===== src/hw/plst_pkg.sv =====
// Purpose: shared constants and types for the link power state timers
// Assumes: one 250 MHz core clock, registers on a 32-bit AXI4-Lite slave
// Notes:   all offsets are byte addresses of aligned 32-bit words
package plst_pkg;

  // clock and timer tick
  localparam int CLK_PERIOD_NS = 4;            // core clock period
  localparam int TICK_NS       = 4;            // timer unit
  // least time, so round up, never under one cycle
  localparam int TICK_CYCLES_RAW = (TICK_NS + CLK_PERIOD_NS - 1)
                                   / CLK_PERIOD_NS;
  localparam int TICK_CYCLES   = (TICK_CYCLES_RAW < 1) ? 1 : TICK_CYCLES_RAW;

  // timer widths
  localparam int L0S_W     = 16;               // l0s idle timeout width
  localparam int L1E_W     = 20;               // aspm l1 entry width
  localparam int REENTRY_W = 32;               // l1 re-entry wait width

  // register byte offsets
  localparam logic [7:0] OFF_CTRL    = 8'h00;  // control bits
  localparam logic [7:0] OFF_L0S     = 8'h04;  // l0s idle timeout
  localparam logic [7:0] OFF_L1E     = 8'h08;  // aspm l1 entry timeout
  localparam logic [7:0] OFF_REENTRY = 8'h0c;  // l1 re-entry wait
  localparam logic [7:0] OFF_STATUS  = 8'h10;  // read-only status

  // control field positions
  localparam int CTRL_CAPTURE_BIT  = 0;        // slot power capture enable
  localparam int CTRL_ENDPOINT_BIT = 1;        // core acts as an endpoint

  // status field positions
  localparam int ST_STATE_LSB  = 0;            // link state, 2 bits
  localparam int ST_ARMED_BIT  = 2;            // re-entry wait armed
  localparam int ST_VALUE_LSB  = 8;            // slot limit value, 8 bits
  localparam int ST_SCALE_LSB  = 16;           // slot limit scale, 2 bits

  // values after reset
  localparam logic [L0S_W-1:0]     L0S_RST      = 16'h0100;
  localparam logic [L1E_W-1:0]     L1E_RST      = 20'h00400;
  localparam logic [REENTRY_W-1:0] REENTRY_RST  = 32'h00001000;
  localparam logic                 CAPTURE_RST  = 1'h0;
  localparam logic                 ENDPOINT_RST = 1'h1;

  // axi responses
  localparam logic [1:0] RESP_OKAY   = 2'h0;
  localparam logic [1:0] RESP_SLVERR = 2'h2;

  // link power state
  typedef enum logic [1:0] {
    LNK_L0  = 2'b00,
    LNK_L0S = 2'b01,
    LNK_L1  = 2'b10
  } plst_link_e;

  // software configuration
  typedef struct packed {
    logic                 capture_en;          // slot_power_capture_enable
    logic                 endpoint;            // endpoint mode
    logic [L0S_W-1:0]     l0s_idle_timeout;
    logic [L1E_W-1:0]     aspm_l1_entry_timeout;
    logic [REENTRY_W-1:0] l1_reentry_wait;
  } plst_cfg_s;

  // decoded set slot power limit message
  typedef struct packed {
    logic       valid;                         // one-cycle strobe
    logic [7:0] value;                         // limit value
    logic [1:0] scale;                         // limit scale
  } plst_slot_msg_s;

  // captured device capabilities fields
  typedef struct packed {
    logic [7:0] value;
    logic [1:0] scale;
  } plst_slot_s;

endpackage


===== src/hw/plst_idle_timer.sv =====
// Purpose: idle interval timer counting in tick units
// Assumes: tick is a one-cycle enable on the core clock
// Notes:   a zero limit never fires; fires once per idle stretch
module plst_idle_timer
  import plst_pkg::*;
#(
  parameter int W = 16                         // counter width
)
(
  input  wire logic         clk,
  input  wire logic         rst,
  input  wire logic         tick,              // timer unit enable
  input  wire logic         run,               // low restarts the count
  input  wire logic [W-1:0] limit,             // interval in ticks
  output logic              fire               // one-cycle pulse
);

  // refuse widths the counter cannot serve
  if (W < 1 || W > 32)
  begin : g_bad_w
    $error("plst_idle_timer: W must be 1 to 32");
  end

  logic [W-1:0] count;                         // elapsed ticks
  logic         done;                          // fired this idle stretch
  logic [W-1:0] next_count;
  logic         next_done;
  logic         next_fire;

  // count ticks while idle, restart on activity
  always_comb
  begin
    next_count = count;
    next_done  = done;
    next_fire  = 1'b0;
    if (!run)
    begin
      // activity or disabled: start over
      next_count = '0;
      next_done  = 1'b0;
    end
    else if (tick && !done && limit != '0)                        // RQ12
    begin
      next_count = W'(count + W'(1));
      if (next_count == limit)
      begin
        // reached the configured interval
        next_fire = 1'b1;
        next_done = 1'b1;
      end
    end
  end

  // register the timer state
  always_ff @(posedge clk)
  begin
    if (rst)
    begin
      count <= '0;
      done  <= 1'b0;
      fire  <= 1'b0;
    end
    else
    begin
      count <= next_count;
      done  <= next_done;
      fire  <= next_fire;
    end
  end

  // a zero limit never lets the timer fire
  a_fire_nonzero: assert property (@(posedge clk) disable iff (rst) // RQ12
    fire |-> $past(limit) != '0)
    else $error("timer fired with a zero limit");

  // firing means the count just reached the limit
  a_fire_at_limit: assert property (@(posedge clk) disable iff (rst) // RQ12
    fire |-> (count == $past(limit)) && $past(run))
    else $error("timer fired away from its limit");

endmodule


===== src/hw/plst_top.sv =====
// Purpose: link power state timers with an AXI4-Lite register slave
// Assumes: link activity inputs come from logic on the same clock
// Notes:   link state outputs are commands to the link layer
//
// Overview of operation
// RQ1 - tx idle for timeout: idle sequence, enter L0s
// RQ2 - L0s timeout is 16 bits of 4 ns
// RQ3 - zero L0s timeout never enters L0s
// RQ4 - after partner wake in D3, wait re-entry delay
// RQ5 - D3, L0, no activity for delay: enter L1
// RQ6 - zero re-entry delay blocks return to L1
// RQ7 - first L1 entry immediate when all D3
// RQ8 - ASPM L1 timeout is 20 bits of 4 ns
// RQ9 - zero ASPM L1 timeout never enters L1
// RQ10 - capture on, endpoint: message loads slot fields
// RQ11 - capture off: slot fields stay unchanged
// RQ12 - timers tick 4 ns, restart on activity
//
// The AXI4-Lite slave port and the register offsets were chosen for this implementation.
module plst_top
  import plst_pkg::*;
#(
  parameter int ADDR_W = 8                     // axi address width
)
(
  input  wire logic              clk,
  input  wire logic              rst,
  // axi4-lite slave
  input  wire logic [ADDR_W-1:0] s_axi_awaddr,
  input  wire logic              s_axi_awvalid,
  output logic                   s_axi_awready,
  input  wire logic [31:0]       s_axi_wdata,
  input  wire logic [3:0]        s_axi_wstrb,
  input  wire logic              s_axi_wvalid,
  output logic                   s_axi_wready,
  output logic [1:0]             s_axi_bresp,
  output logic                   s_axi_bvalid,
  input  wire logic              s_axi_bready,
  input  wire logic [ADDR_W-1:0] s_axi_araddr,
  input  wire logic              s_axi_arvalid,
  output logic                   s_axi_arready,
  output logic [31:0]            s_axi_rdata,
  output logic [1:0]             s_axi_rresp,
  output logic                   s_axi_rvalid,
  input  wire logic              s_axi_rready,
  // link side
  input  wire logic              tx_active,    // transmit activity
  input  wire logic              rx_active,    // receive activity
  input  wire logic              link_wake,    // link returned to L0
  input  wire logic              all_d3,       // every function in D3
  input  wire plst_slot_msg_s    slot_msg,     // slot power message
  output plst_link_e             link_state,   // commanded power state
  output logic                   send_idle_seq, // pulse: send idle set
  output logic                   go_l0s,       // pulse: enter L0s
  output logic                   go_l1,        // pulse: enter L1
  output plst_slot_s             slot_limit    // capabilities fields
);

  // the word decode reads address bits 7:2, so eight bits at the least
  if (ADDR_W < 8 || ADDR_W > 32)
  begin : g_bad_addr
    $error("plst_top: ADDR_W must be 8 to 32");
  end

  // merge a write under its byte strobes
  function automatic logic [31:0] merge(input logic [31:0] old,
                                        input logic [31:0] data,
                                        input logic [3:0]  strb);
    logic [31:0] res;
    res = old;
    for (int i = 0; i < 4; i++)
    begin
      if (strb[i])
        res[i*8 +: 8] = data[i*8 +: 8];
    end
    return res;
  endfunction

  // tick divider: 4 ns units from the core clock
  logic [7:0] div_cnt;                         // cycles within a tick
  logic       tick;                            // one-cycle unit pulse
  logic [7:0] next_div_cnt;
  logic       next_tick;

  always_comb
  begin
    next_tick    = 1'b0;
    next_div_cnt = 8'(div_cnt + 8'h01);
    if (div_cnt == 8'(TICK_CYCLES - 1))
    begin
      // end of one unit; at 250 MHz this fires every cycle
      next_div_cnt = 8'h00;
      next_tick    = 1'b1;
    end
  end

  always_ff @(posedge clk)
  begin
    if (rst)
    begin
      div_cnt <= 8'h00;
      tick    <= 1'b0;
    end
    else
    begin
      div_cnt <= next_div_cnt;
      tick    <= next_tick;
    end
  end

  // bus group: handshake state and configuration
  plst_cfg_s         cfg, next_cfg;            // software settings
  logic              aw_full, next_aw_full;    // write address held
  logic [ADDR_W-1:0] aw_addr, next_aw_addr;
  logic              w_full, next_w_full;      // write data held
  logic [31:0]       w_data, next_w_data;
  logic [3:0]        w_strb, next_w_strb;
  logic              next_awready, next_wready, next_bvalid;
  logic [1:0]        next_bresp, next_rresp;
  logic              next_arready, next_rvalid;
  logic [31:0]       next_rdata;
  logic [7:0]        wr_off, rd_off;           // word-aligned offsets
  logic [31:0]       status_word;              // live block state
  logic              armed;                    // re-entry wait pending

  assign wr_off = {aw_addr[7:2], 2'b00};
  assign rd_off = {s_axi_araddr[7:2], 2'b00};

  always_comb
  begin
    status_word = '0;
    status_word[ST_STATE_LSB +: 2] = link_state;
    status_word[ST_ARMED_BIT]      = armed;
    status_word[ST_VALUE_LSB +: 8] = slot_limit.value;
    status_word[ST_SCALE_LSB +: 2] = slot_limit.scale;
  end

  // address and data are taken in either order, answered once both
  always_comb
  begin
    logic [31:0] cur;
    cur          = '0;
    next_cfg     = cfg;
    next_aw_full = aw_full;
    next_aw_addr = aw_addr;
    next_w_full  = w_full;
    next_w_data  = w_data;
    next_w_strb  = w_strb;
    next_bvalid  = s_axi_bvalid;
    next_bresp   = s_axi_bresp;
    next_arready = s_axi_arready;
    next_rvalid  = s_axi_rvalid;
    next_rdata   = s_axi_rdata;
    next_rresp   = s_axi_rresp;
    if (s_axi_awvalid && s_axi_awready)
    begin
      next_aw_full = 1'b1;
      next_aw_addr = s_axi_awaddr;
    end
    if (s_axi_wvalid && s_axi_wready)
    begin
      next_w_full = 1'b1;
      next_w_data = s_axi_wdata;
      next_w_strb = s_axi_wstrb;
    end
    if (s_axi_bvalid && s_axi_bready)
      next_bvalid = 1'b0;
    if (aw_full && w_full && !s_axi_bvalid)
    begin
      // both halves present: perform the write
      next_aw_full = 1'b0;
      next_w_full  = 1'b0;
      next_bvalid  = 1'b1;
      next_bresp   = RESP_OKAY;
      if ((aw_addr >> 8) != '0)
        next_bresp = RESP_SLVERR;              // above the map
      else
      begin
        case (wr_off)
          OFF_CTRL:
          begin
            cur = merge({30'h0, cfg.endpoint, cfg.capture_en},
                        w_data, w_strb);
            next_cfg.capture_en = cur[CTRL_CAPTURE_BIT];
            next_cfg.endpoint   = cur[CTRL_ENDPOINT_BIT];
          end
          OFF_L0S:
          begin
            cur = merge({16'h0, cfg.l0s_idle_timeout}, w_data, w_strb);
            next_cfg.l0s_idle_timeout = cur[L0S_W-1:0];           // RQ2
          end
          OFF_L1E:
          begin
            cur = merge({12'h0, cfg.aspm_l1_entry_timeout},
                        w_data, w_strb);
            next_cfg.aspm_l1_entry_timeout = cur[L1E_W-1:0];      // RQ8
          end
          OFF_REENTRY:
          begin
            cur = merge(cfg.l1_reentry_wait, w_data, w_strb);
            next_cfg.l1_reentry_wait = cur;                       // RQ4
          end
          OFF_STATUS: next_bresp = RESP_OKAY;  // read-only, write ignored
          default:    next_bresp = RESP_SLVERR;
        endcase
      end
    end
    // only one read in flight; arready drops until the data is taken
    if (s_axi_rvalid && s_axi_rready)
    begin
      next_rvalid  = 1'b0;
      next_arready = 1'b1;
    end
    if (s_axi_arvalid && s_axi_arready)
    begin
      next_arready = 1'b0;
      next_rvalid  = 1'b1;
      next_rresp   = RESP_OKAY;
      next_rdata   = '0;
      if ((s_axi_araddr >> 8) != '0)
        next_rresp = RESP_SLVERR;
      else
      begin
        case (rd_off)
          OFF_CTRL:    next_rdata = {30'h0, cfg.endpoint, cfg.capture_en};
          OFF_L0S:     next_rdata = {16'h0, cfg.l0s_idle_timeout};
          OFF_L1E:     next_rdata = {12'h0, cfg.aspm_l1_entry_timeout};
          OFF_REENTRY: next_rdata = cfg.l1_reentry_wait;
          OFF_STATUS:  next_rdata = status_word;
          default:     next_rresp = RESP_SLVERR;
        endcase
      end
    end
    next_awready = !next_aw_full;
    next_wready  = !next_w_full;
  end

  always_ff @(posedge clk)
  begin
    if (rst)
    begin
      cfg           <= '{CAPTURE_RST, ENDPOINT_RST, L0S_RST, L1E_RST,
                         REENTRY_RST};
      aw_full       <= 1'b0;
      aw_addr       <= '0;
      w_full        <= 1'b0;
      w_data        <= '0;
      w_strb        <= '0;
      s_axi_awready <= 1'b1;
      s_axi_wready  <= 1'b1;
      s_axi_bvalid  <= 1'b0;
      s_axi_bresp   <= RESP_OKAY;
      s_axi_arready <= 1'b1;
      s_axi_rvalid  <= 1'b0;
      s_axi_rdata   <= '0;
      s_axi_rresp   <= RESP_OKAY;
    end
    else
    begin
      cfg           <= next_cfg;
      aw_full       <= next_aw_full;
      aw_addr       <= next_aw_addr;
      w_full        <= next_w_full;
      w_data        <= next_w_data;
      w_strb        <= next_w_strb;
      s_axi_awready <= next_awready;
      s_axi_wready  <= next_wready;
      s_axi_bvalid  <= next_bvalid;
      s_axi_bresp   <= next_bresp;
      s_axi_arready <= next_arready;
      s_axi_rvalid  <= next_rvalid;
      s_axi_rdata   <= next_rdata;
      s_axi_rresp   <= next_rresp;
    end
  end

  // idle timers; each restarts on the activity that matters to it
  logic l0s_fire, l1e_fire, reentry_fire;
  logic any_active;
  assign any_active = tx_active || rx_active;

  plst_idle_timer #(.W(L0S_W)) u_l0s_timer (
    .clk   (clk),
    .rst   (rst),
    .tick  (tick),
    .run   (link_state == LNK_L0 && !tx_active),                  // RQ1
    .limit (cfg.l0s_idle_timeout),
    .fire  (l0s_fire)
  );

  plst_idle_timer #(.W(L1E_W)) u_l1e_timer (
    .clk   (clk),
    .rst   (rst),
    .tick  (tick),
    .run   (link_state != LNK_L1 && !any_active),                 // RQ8
    .limit (cfg.aspm_l1_entry_timeout),
    .fire  (l1e_fire)
  );

  plst_idle_timer #(.W(REENTRY_W)) u_reentry_timer (
    .clk   (clk),
    .rst   (rst),
    .tick  (tick),
    .run   (armed && all_d3 && link_state == LNK_L0 && !any_active), // RQ5
    .limit (cfg.l1_reentry_wait),
    .fire  (reentry_fire)
  );

  // power group: link state, entry pulses, d3 tracking, slot fields
  plst_link_e next_state;
  logic       d3_seen, next_d3_seen;           // first D3 entry done
  logic       next_armed, next_idle, next_l0s, next_l1;
  plst_slot_s next_slot;

  always_comb
  begin
    next_state   = link_state;
    next_d3_seen = d3_seen && all_d3;          // leaving D3 rearms it
    next_armed   = armed && all_d3;
    next_idle    = 1'b0;
    next_l0s     = 1'b0;
    next_l1      = 1'b0;
    next_slot    = slot_limit;
    case (link_state)
      LNK_L0, LNK_L0S:
      begin
        if (all_d3 && !d3_seen)
        begin
          // first D3 entry goes to L1 at once, delay not consulted
          next_state   = LNK_L1;                                  // RQ7
          next_d3_seen = 1'b1;
          next_l1      = 1'b1;
        end
        else if (reentry_fire || l1e_fire)
        begin
          // a zero limit never fires, so zero blocks this path
          next_state = LNK_L1;                            // RQ5 RQ6 RQ9
          next_l1    = 1'b1;
          next_armed = 1'b0;
        end
        else if (link_state == LNK_L0S)
        begin
          if (tx_active || link_wake)
            next_state = LNK_L0;
        end
        else if (l0s_fire && !tx_active)
        begin
          // zero timeout never fires, so L0s stays unreachable
          next_state = LNK_L0S;                           // RQ1 RQ3
          next_idle  = 1'b1;
          next_l0s   = 1'b1;
        end
      end
      LNK_L1:
      begin
        if (link_wake)
        begin
          // partner woke the link: start the re-entry wait if in D3
          next_state = LNK_L0;
          next_armed = all_d3;                                    // RQ4
        end
      end
      default: next_state = LNK_L0;
    endcase
    if (slot_msg.valid && cfg.capture_en && cfg.endpoint)
    begin
      next_slot.value = slot_msg.value;                           // RQ10
      next_slot.scale = slot_msg.scale;
    end
    // otherwise the captured fields hold their value             // RQ11
  end

  always_ff @(posedge clk)
  begin
    if (rst)
    begin
      link_state    <= LNK_L0;
      d3_seen       <= 1'b0;
      armed         <= 1'b0;
      send_idle_seq <= 1'b0;
      go_l0s        <= 1'b0;
      go_l1         <= 1'b0;
      slot_limit    <= '0;
    end
    else
    begin
      link_state    <= next_state;
      d3_seen       <= next_d3_seen;
      armed         <= next_armed;
      send_idle_seq <= next_idle;
      go_l0s        <= next_l0s;
      go_l1         <= next_l1;
      slot_limit    <= next_slot;
    end
  end

  a_l0s_entry: assert property (@(posedge clk) disable iff (rst) // RQ1
    go_l0s |-> send_idle_seq && link_state == LNK_L0S && $past(!tx_active))
    else $error("L0s entered without idle sequence or while sending");

  a_l0s_zero_off: assert property (@(posedge clk) disable iff (rst) // RQ3
    go_l0s |-> $past(cfg.l0s_idle_timeout, 2) != '0)
    else $error("L0s entered with a zero timeout");

  a_first_d3_l1: assert property (@(posedge clk) disable iff (rst) // RQ7
    (all_d3 && !d3_seen && link_state != LNK_L1)
      |=> go_l1 && link_state == LNK_L1)
    else $error("first D3 entry did not move the link to L1");

  a_reentry_cause: assert property (@(posedge clk) disable iff (rst) // RQ5
    (go_l1 && !$past(l1e_fire) && $past(d3_seen))
      |-> $past(reentry_fire) && $past(all_d3))
    else $error("L1 re-entry without an expired wait in D3");

  a_reentry_zero: assert property (@(posedge clk) disable iff (rst) // RQ6
    reentry_fire |-> $past(cfg.l1_reentry_wait) != '0)
    else $error("re-entry wait expired with a zero setting");

  a_aspm_zero: assert property (@(posedge clk) disable iff (rst) // RQ9
    l1e_fire |-> $past(cfg.aspm_l1_entry_timeout) != '0)
    else $error("ASPM L1 timer expired with a zero setting");

  a_slot_capture: assert property (@(posedge clk) disable iff (rst) // RQ10
    (slot_msg.valid && cfg.capture_en && cfg.endpoint)
      |=> slot_limit == {$past(slot_msg.value), $past(slot_msg.scale)})
    else $error("slot power message not captured");

  a_slot_hold: assert property (@(posedge clk) disable iff (rst) // RQ11
    !(slot_msg.valid && cfg.capture_en && cfg.endpoint)
      |=> $stable(slot_limit))
    else $error("slot power fields changed without capture");

endmodule


===== config.mk =====
export PLATFORM = sky130hd
export DESIGN_NAME = plst_top
export DESIGN_NICKNAME = d
export VERILOG_FILES = /design/src/hw/plst_pkg.sv /design/src/hw/plst_idle_timer.sv /design/src/hw/plst_top.sv
export SDC_FILE = /design/constraint.sdc
export NUM_CORES = 1
export LEC_CHECK = 0
export ABC_AREA = 0
export BUFFER_PORTS_ARGS = -buffer_cell sky130_fd_sc_hd__buf_2
export CAP_MARGIN = 25
export CORE_MARGIN = 5
export CORE_UTILIZATION = 30
export DETAILED_ROUTE_END_ITERATION = 16
export SLEW_MARGIN = 10
export SYNTH_ARGS = -nofsm -noshare
export SYNTH_HDL_FRONTEND = slang
export SYNTH_SLANG_ARGS = --single-unit

===== constraint.sdc =====
create_clock -name clk -period 2.7 [get_ports clk]
set_input_delay 0.405 -clock clk [delete_from_list [all_inputs] [get_ports clk]]
set_output_delay 0.405 -clock clk [all_outputs]
set_load 0.01 [all_outputs]

==> out/qor.yml <==
yosys.area.top_type: "dfxtp_1"
io_buffers: 123
setup_viol: 0
hpwl_um: 28100
cts.path.max_buffers: 3
fin_crit_ps: 2610
yosysUniqueCellTypes: 67
dieHeight_um: 212
crit_chain: "or4_4, nor4_4, o2111ai_1, or4_4, a2111oi_4, nand4_1, o21ai_1"
clock_latency_ps: 550
fillers: 4274
wire_per_inst_um: 17.3
rows: 74
critical-path-max-stage-delay_ps: 580
synth_most_common_cell: "dfxtp_1"
drc: 0
antenna_cells: 0
core_um2: 40600
synth_edf_count: 0
slew-limit-headroom: 0.356
nNetsFinal: 1687
start_kind: "register"
path_depth: 7
place.gp.congestion: 0.905
drt_wl_total_um: 37300
vdd_drop_max_uv: 418
endpoint_kind: "register"
rsz0062_at_grt: "false"
r2r_cells: 7
dp_slack_ps: -72.6
clk_pin_slew_ps: 60
met3_length_um: 2230
synth_seq_area_share: 0.413
critical_path_class: "register to register"
syn_area_um2: 12200
cts_hold_buf: 0
start_util: 0.301
finalHoldViolCount: 0
ys_top_cells_by_area: "dfxtp_1 (41%), mux2i_1 (6.4%), nor2_1 (6.2%), nand2_1 (6.1%), xnor2_1 (5.7%)"
die_x_um: 212
cpMostUsedCell: "or4_4"
highest_layer: "met4"
routed_via_density: 5.07
cp_num_buf_inv: 0
antenna_found_initial: 0
status: "finished, final reports clean"
yosysTopAreaCellShare: 0.413
ys.flop_type: "dfxtp_1"
yosys_warnings: 0
root_buffer: "clkbuf_16"
cp.arrival_ps: 3080
finClkSkew_ps: 24.7
timing.final.ws_setup_ps: 90.0
cts_tree: "built"
grt_pass1_wl_um: 59000
ys_top_cells_by_count: "dfxtp_1 (252), nor2_1 (203), nand2_1 (198)"
die-area_um2: 44800
grt_overflow: 0
leakage_nw: 5.89
wl_met2_um: 17500
antenna_left: 0
synthCells: 1471
final_max_slew_viol_count: 0
wl_met1_um: 16600
io_pins: 130
cts_buffers: 27
min_path_cells: 3
fin_hold_ws_ps: 94.4
cp_data_required_time_ps: 3170
slowest_stage: "or4_4"
drtPass1Iterations: 5
fin_crit_sh: 0.967
htreeDepth: 1
grt_pass1_vias: 10600
critPathMaxFanout: 2
syn-mean-instance-area_um2: 8.30
grt_max_degree: 90
grt_use_total: 0.162
drt-initial-drc-count: 976
via_count: 10900
cpLargestDelayFamily: "simple AND/OR/NAND/NOR gates"
cap_viol_max_count: 0
async_flop_share: 0
fmax_ghz: 0.383
min_path_type: "primary input to register"
worst_pin_slew_ps: 966
yosys_register_bits: 252
powerDensity_nw_per_um2: 543
drive_above_1_share: 0.164
cts.sinks: 252
syn_to_final_growth_pct: 19.5
-- where the power goes --
part	internal [mW]	total, mW	switching [mW]
Combinational	0.132	0.375	0.243
Sequential	3.78	3.83	0.0553
Clock	2.19	3.71	1.51
Total	6.10	7.92	1.81
-- path summary, 6_finish.rpt --
path                                                    from                           endpoint  slack, ps
worst max-delay path              link_state[0]$_SDFFE_PP0P_  u_reentry_timer.done$_SDFFE_PP0P_         90
worst min-delay path                             slot_msg[3]         slot_limit[3]$_SDFFE_PP0P_         90
worst max register to register    link_state[0]$_SDFFE_PP0P_  u_reentry_timer.done$_SDFFE_PP0P_         90
worst min register to register  s_axi_rdata[19]$_SDFFE_PP0P_       s_axi_rdata[19]$_SDFFE_PP0P_        450
-- tightest hold or removal path: stages --
cell and delay (ps):
buf_2 90, nand2_1 40, a21oi_1 50
-- per-layer routing --
metal / GRT usage / vias up
li1: - / 5383
met1: 0.213 / 5225
met3: 0.0276 / 47
met2: 0.273 / 284
met4: 0.0478 / 0
met5: 0 / -
-- layout by cell type (no fill, tap or decap), types with 6 or more instances in the layout --
| cell type | count |
|---|---|
| dfxtp_1 | 252 |
| nor2_1 | 202 |
| nand2_1 | 198 |
| buf_2 | 122 |
| a21oi_1 | 105 |
| xnor2_1 | 80 |
| xor2_1 | 78 |
| mux2i_1 | 78 |
| buf_4 | 76 |
| nand3_1 | 48 |
| nor4_1 | 37 |
| nand4_1 | 31 |
| nor3_1 | 29 |
| clkbuf_16 | 27 |
| o21ai_0 | 25 |
| inv_1 | 22 |
| or3_1 | 18 |
| a22oi_1 | 17 |
| and3_1 | 16 |
| a222oi_1 | 12 |
| and2_1 | 10 |
| nand2b_1 | 9 |
| and4_1 | 8 |
| clkbuf_1 | 8 |
| mux2_2 | 7 |
| clkbuf_8 | 6 |
-- kinds of logic (layout without fill, tap and decap cells) --
family / count (synthesis) / in the layout / share of synthesized area
fa+ha+maj: 5 / 5 / 0.00512
compound gates: 212 / 212 / 0.111
mux: 85 / 85 / 0.0704
xor+xnor: 158 / 158 / 0.113
other cells: 1 / 2 / 0.000307
buf+inv: 114 / 268 / 0.0381
flops: 252 / 252 / 0.413
simple gates: 644 / 644 / 0.249
-- timing repair --
action                     CTS  global route
hold endpoints to repair     0             0
buffers inserted             0             1
setup endpoints to repair    0             3
resized for setup            0             4
-- final cells by class --
type / instances / area [um2] / share of cell area
Timing Repair Buffer: 199 / 1200 / 0.0823
Multi-Input combinational cell: 1106 / 6720 / 0.461
Sequential cell: 252 / 5040 / 0.346
Clock inverter: 6 / 87.6 / 0.00600
Clock buffer: 41 / 788 / 0.0540
Inverter: 22 / 82.6 / 0.00566
Tap cell: 532 / 666 / 0.0456
-- sequential cells by signal, summed over array words and instances, names as in the netlist, 2 cells and up --
register,flops
w_data,32
div_cnt,8
slot_limit,10
s_axi_rdata,32
w_strb,4
u_l1e_timer.count,20
aw_addr,6
u_l0s_timer.count,16
cfg,70
link_state,2
u_reentry_timer.count,32
-- per-stage QoR --
stage / setup TNS (ps) / total power [mW] / util / cells / instance area (um2)
floorplan: 0 / 4.11 / - / 1472 / 12200
global placement: -121 / 4.28 / 0.338 / 2110 / 13700
detailed placement: -112 / 4.29 / 0.338 / 2110 / 13700
CTS: 0 / 7.99 / 0.359 / 2157 / 14600
global route: 0 / 8.19 / 0.360 / 2158 / 14600
finish: 0 / 7.92 / 0.360 / 2158 / 14600
(Power assumes the default switching activity.)
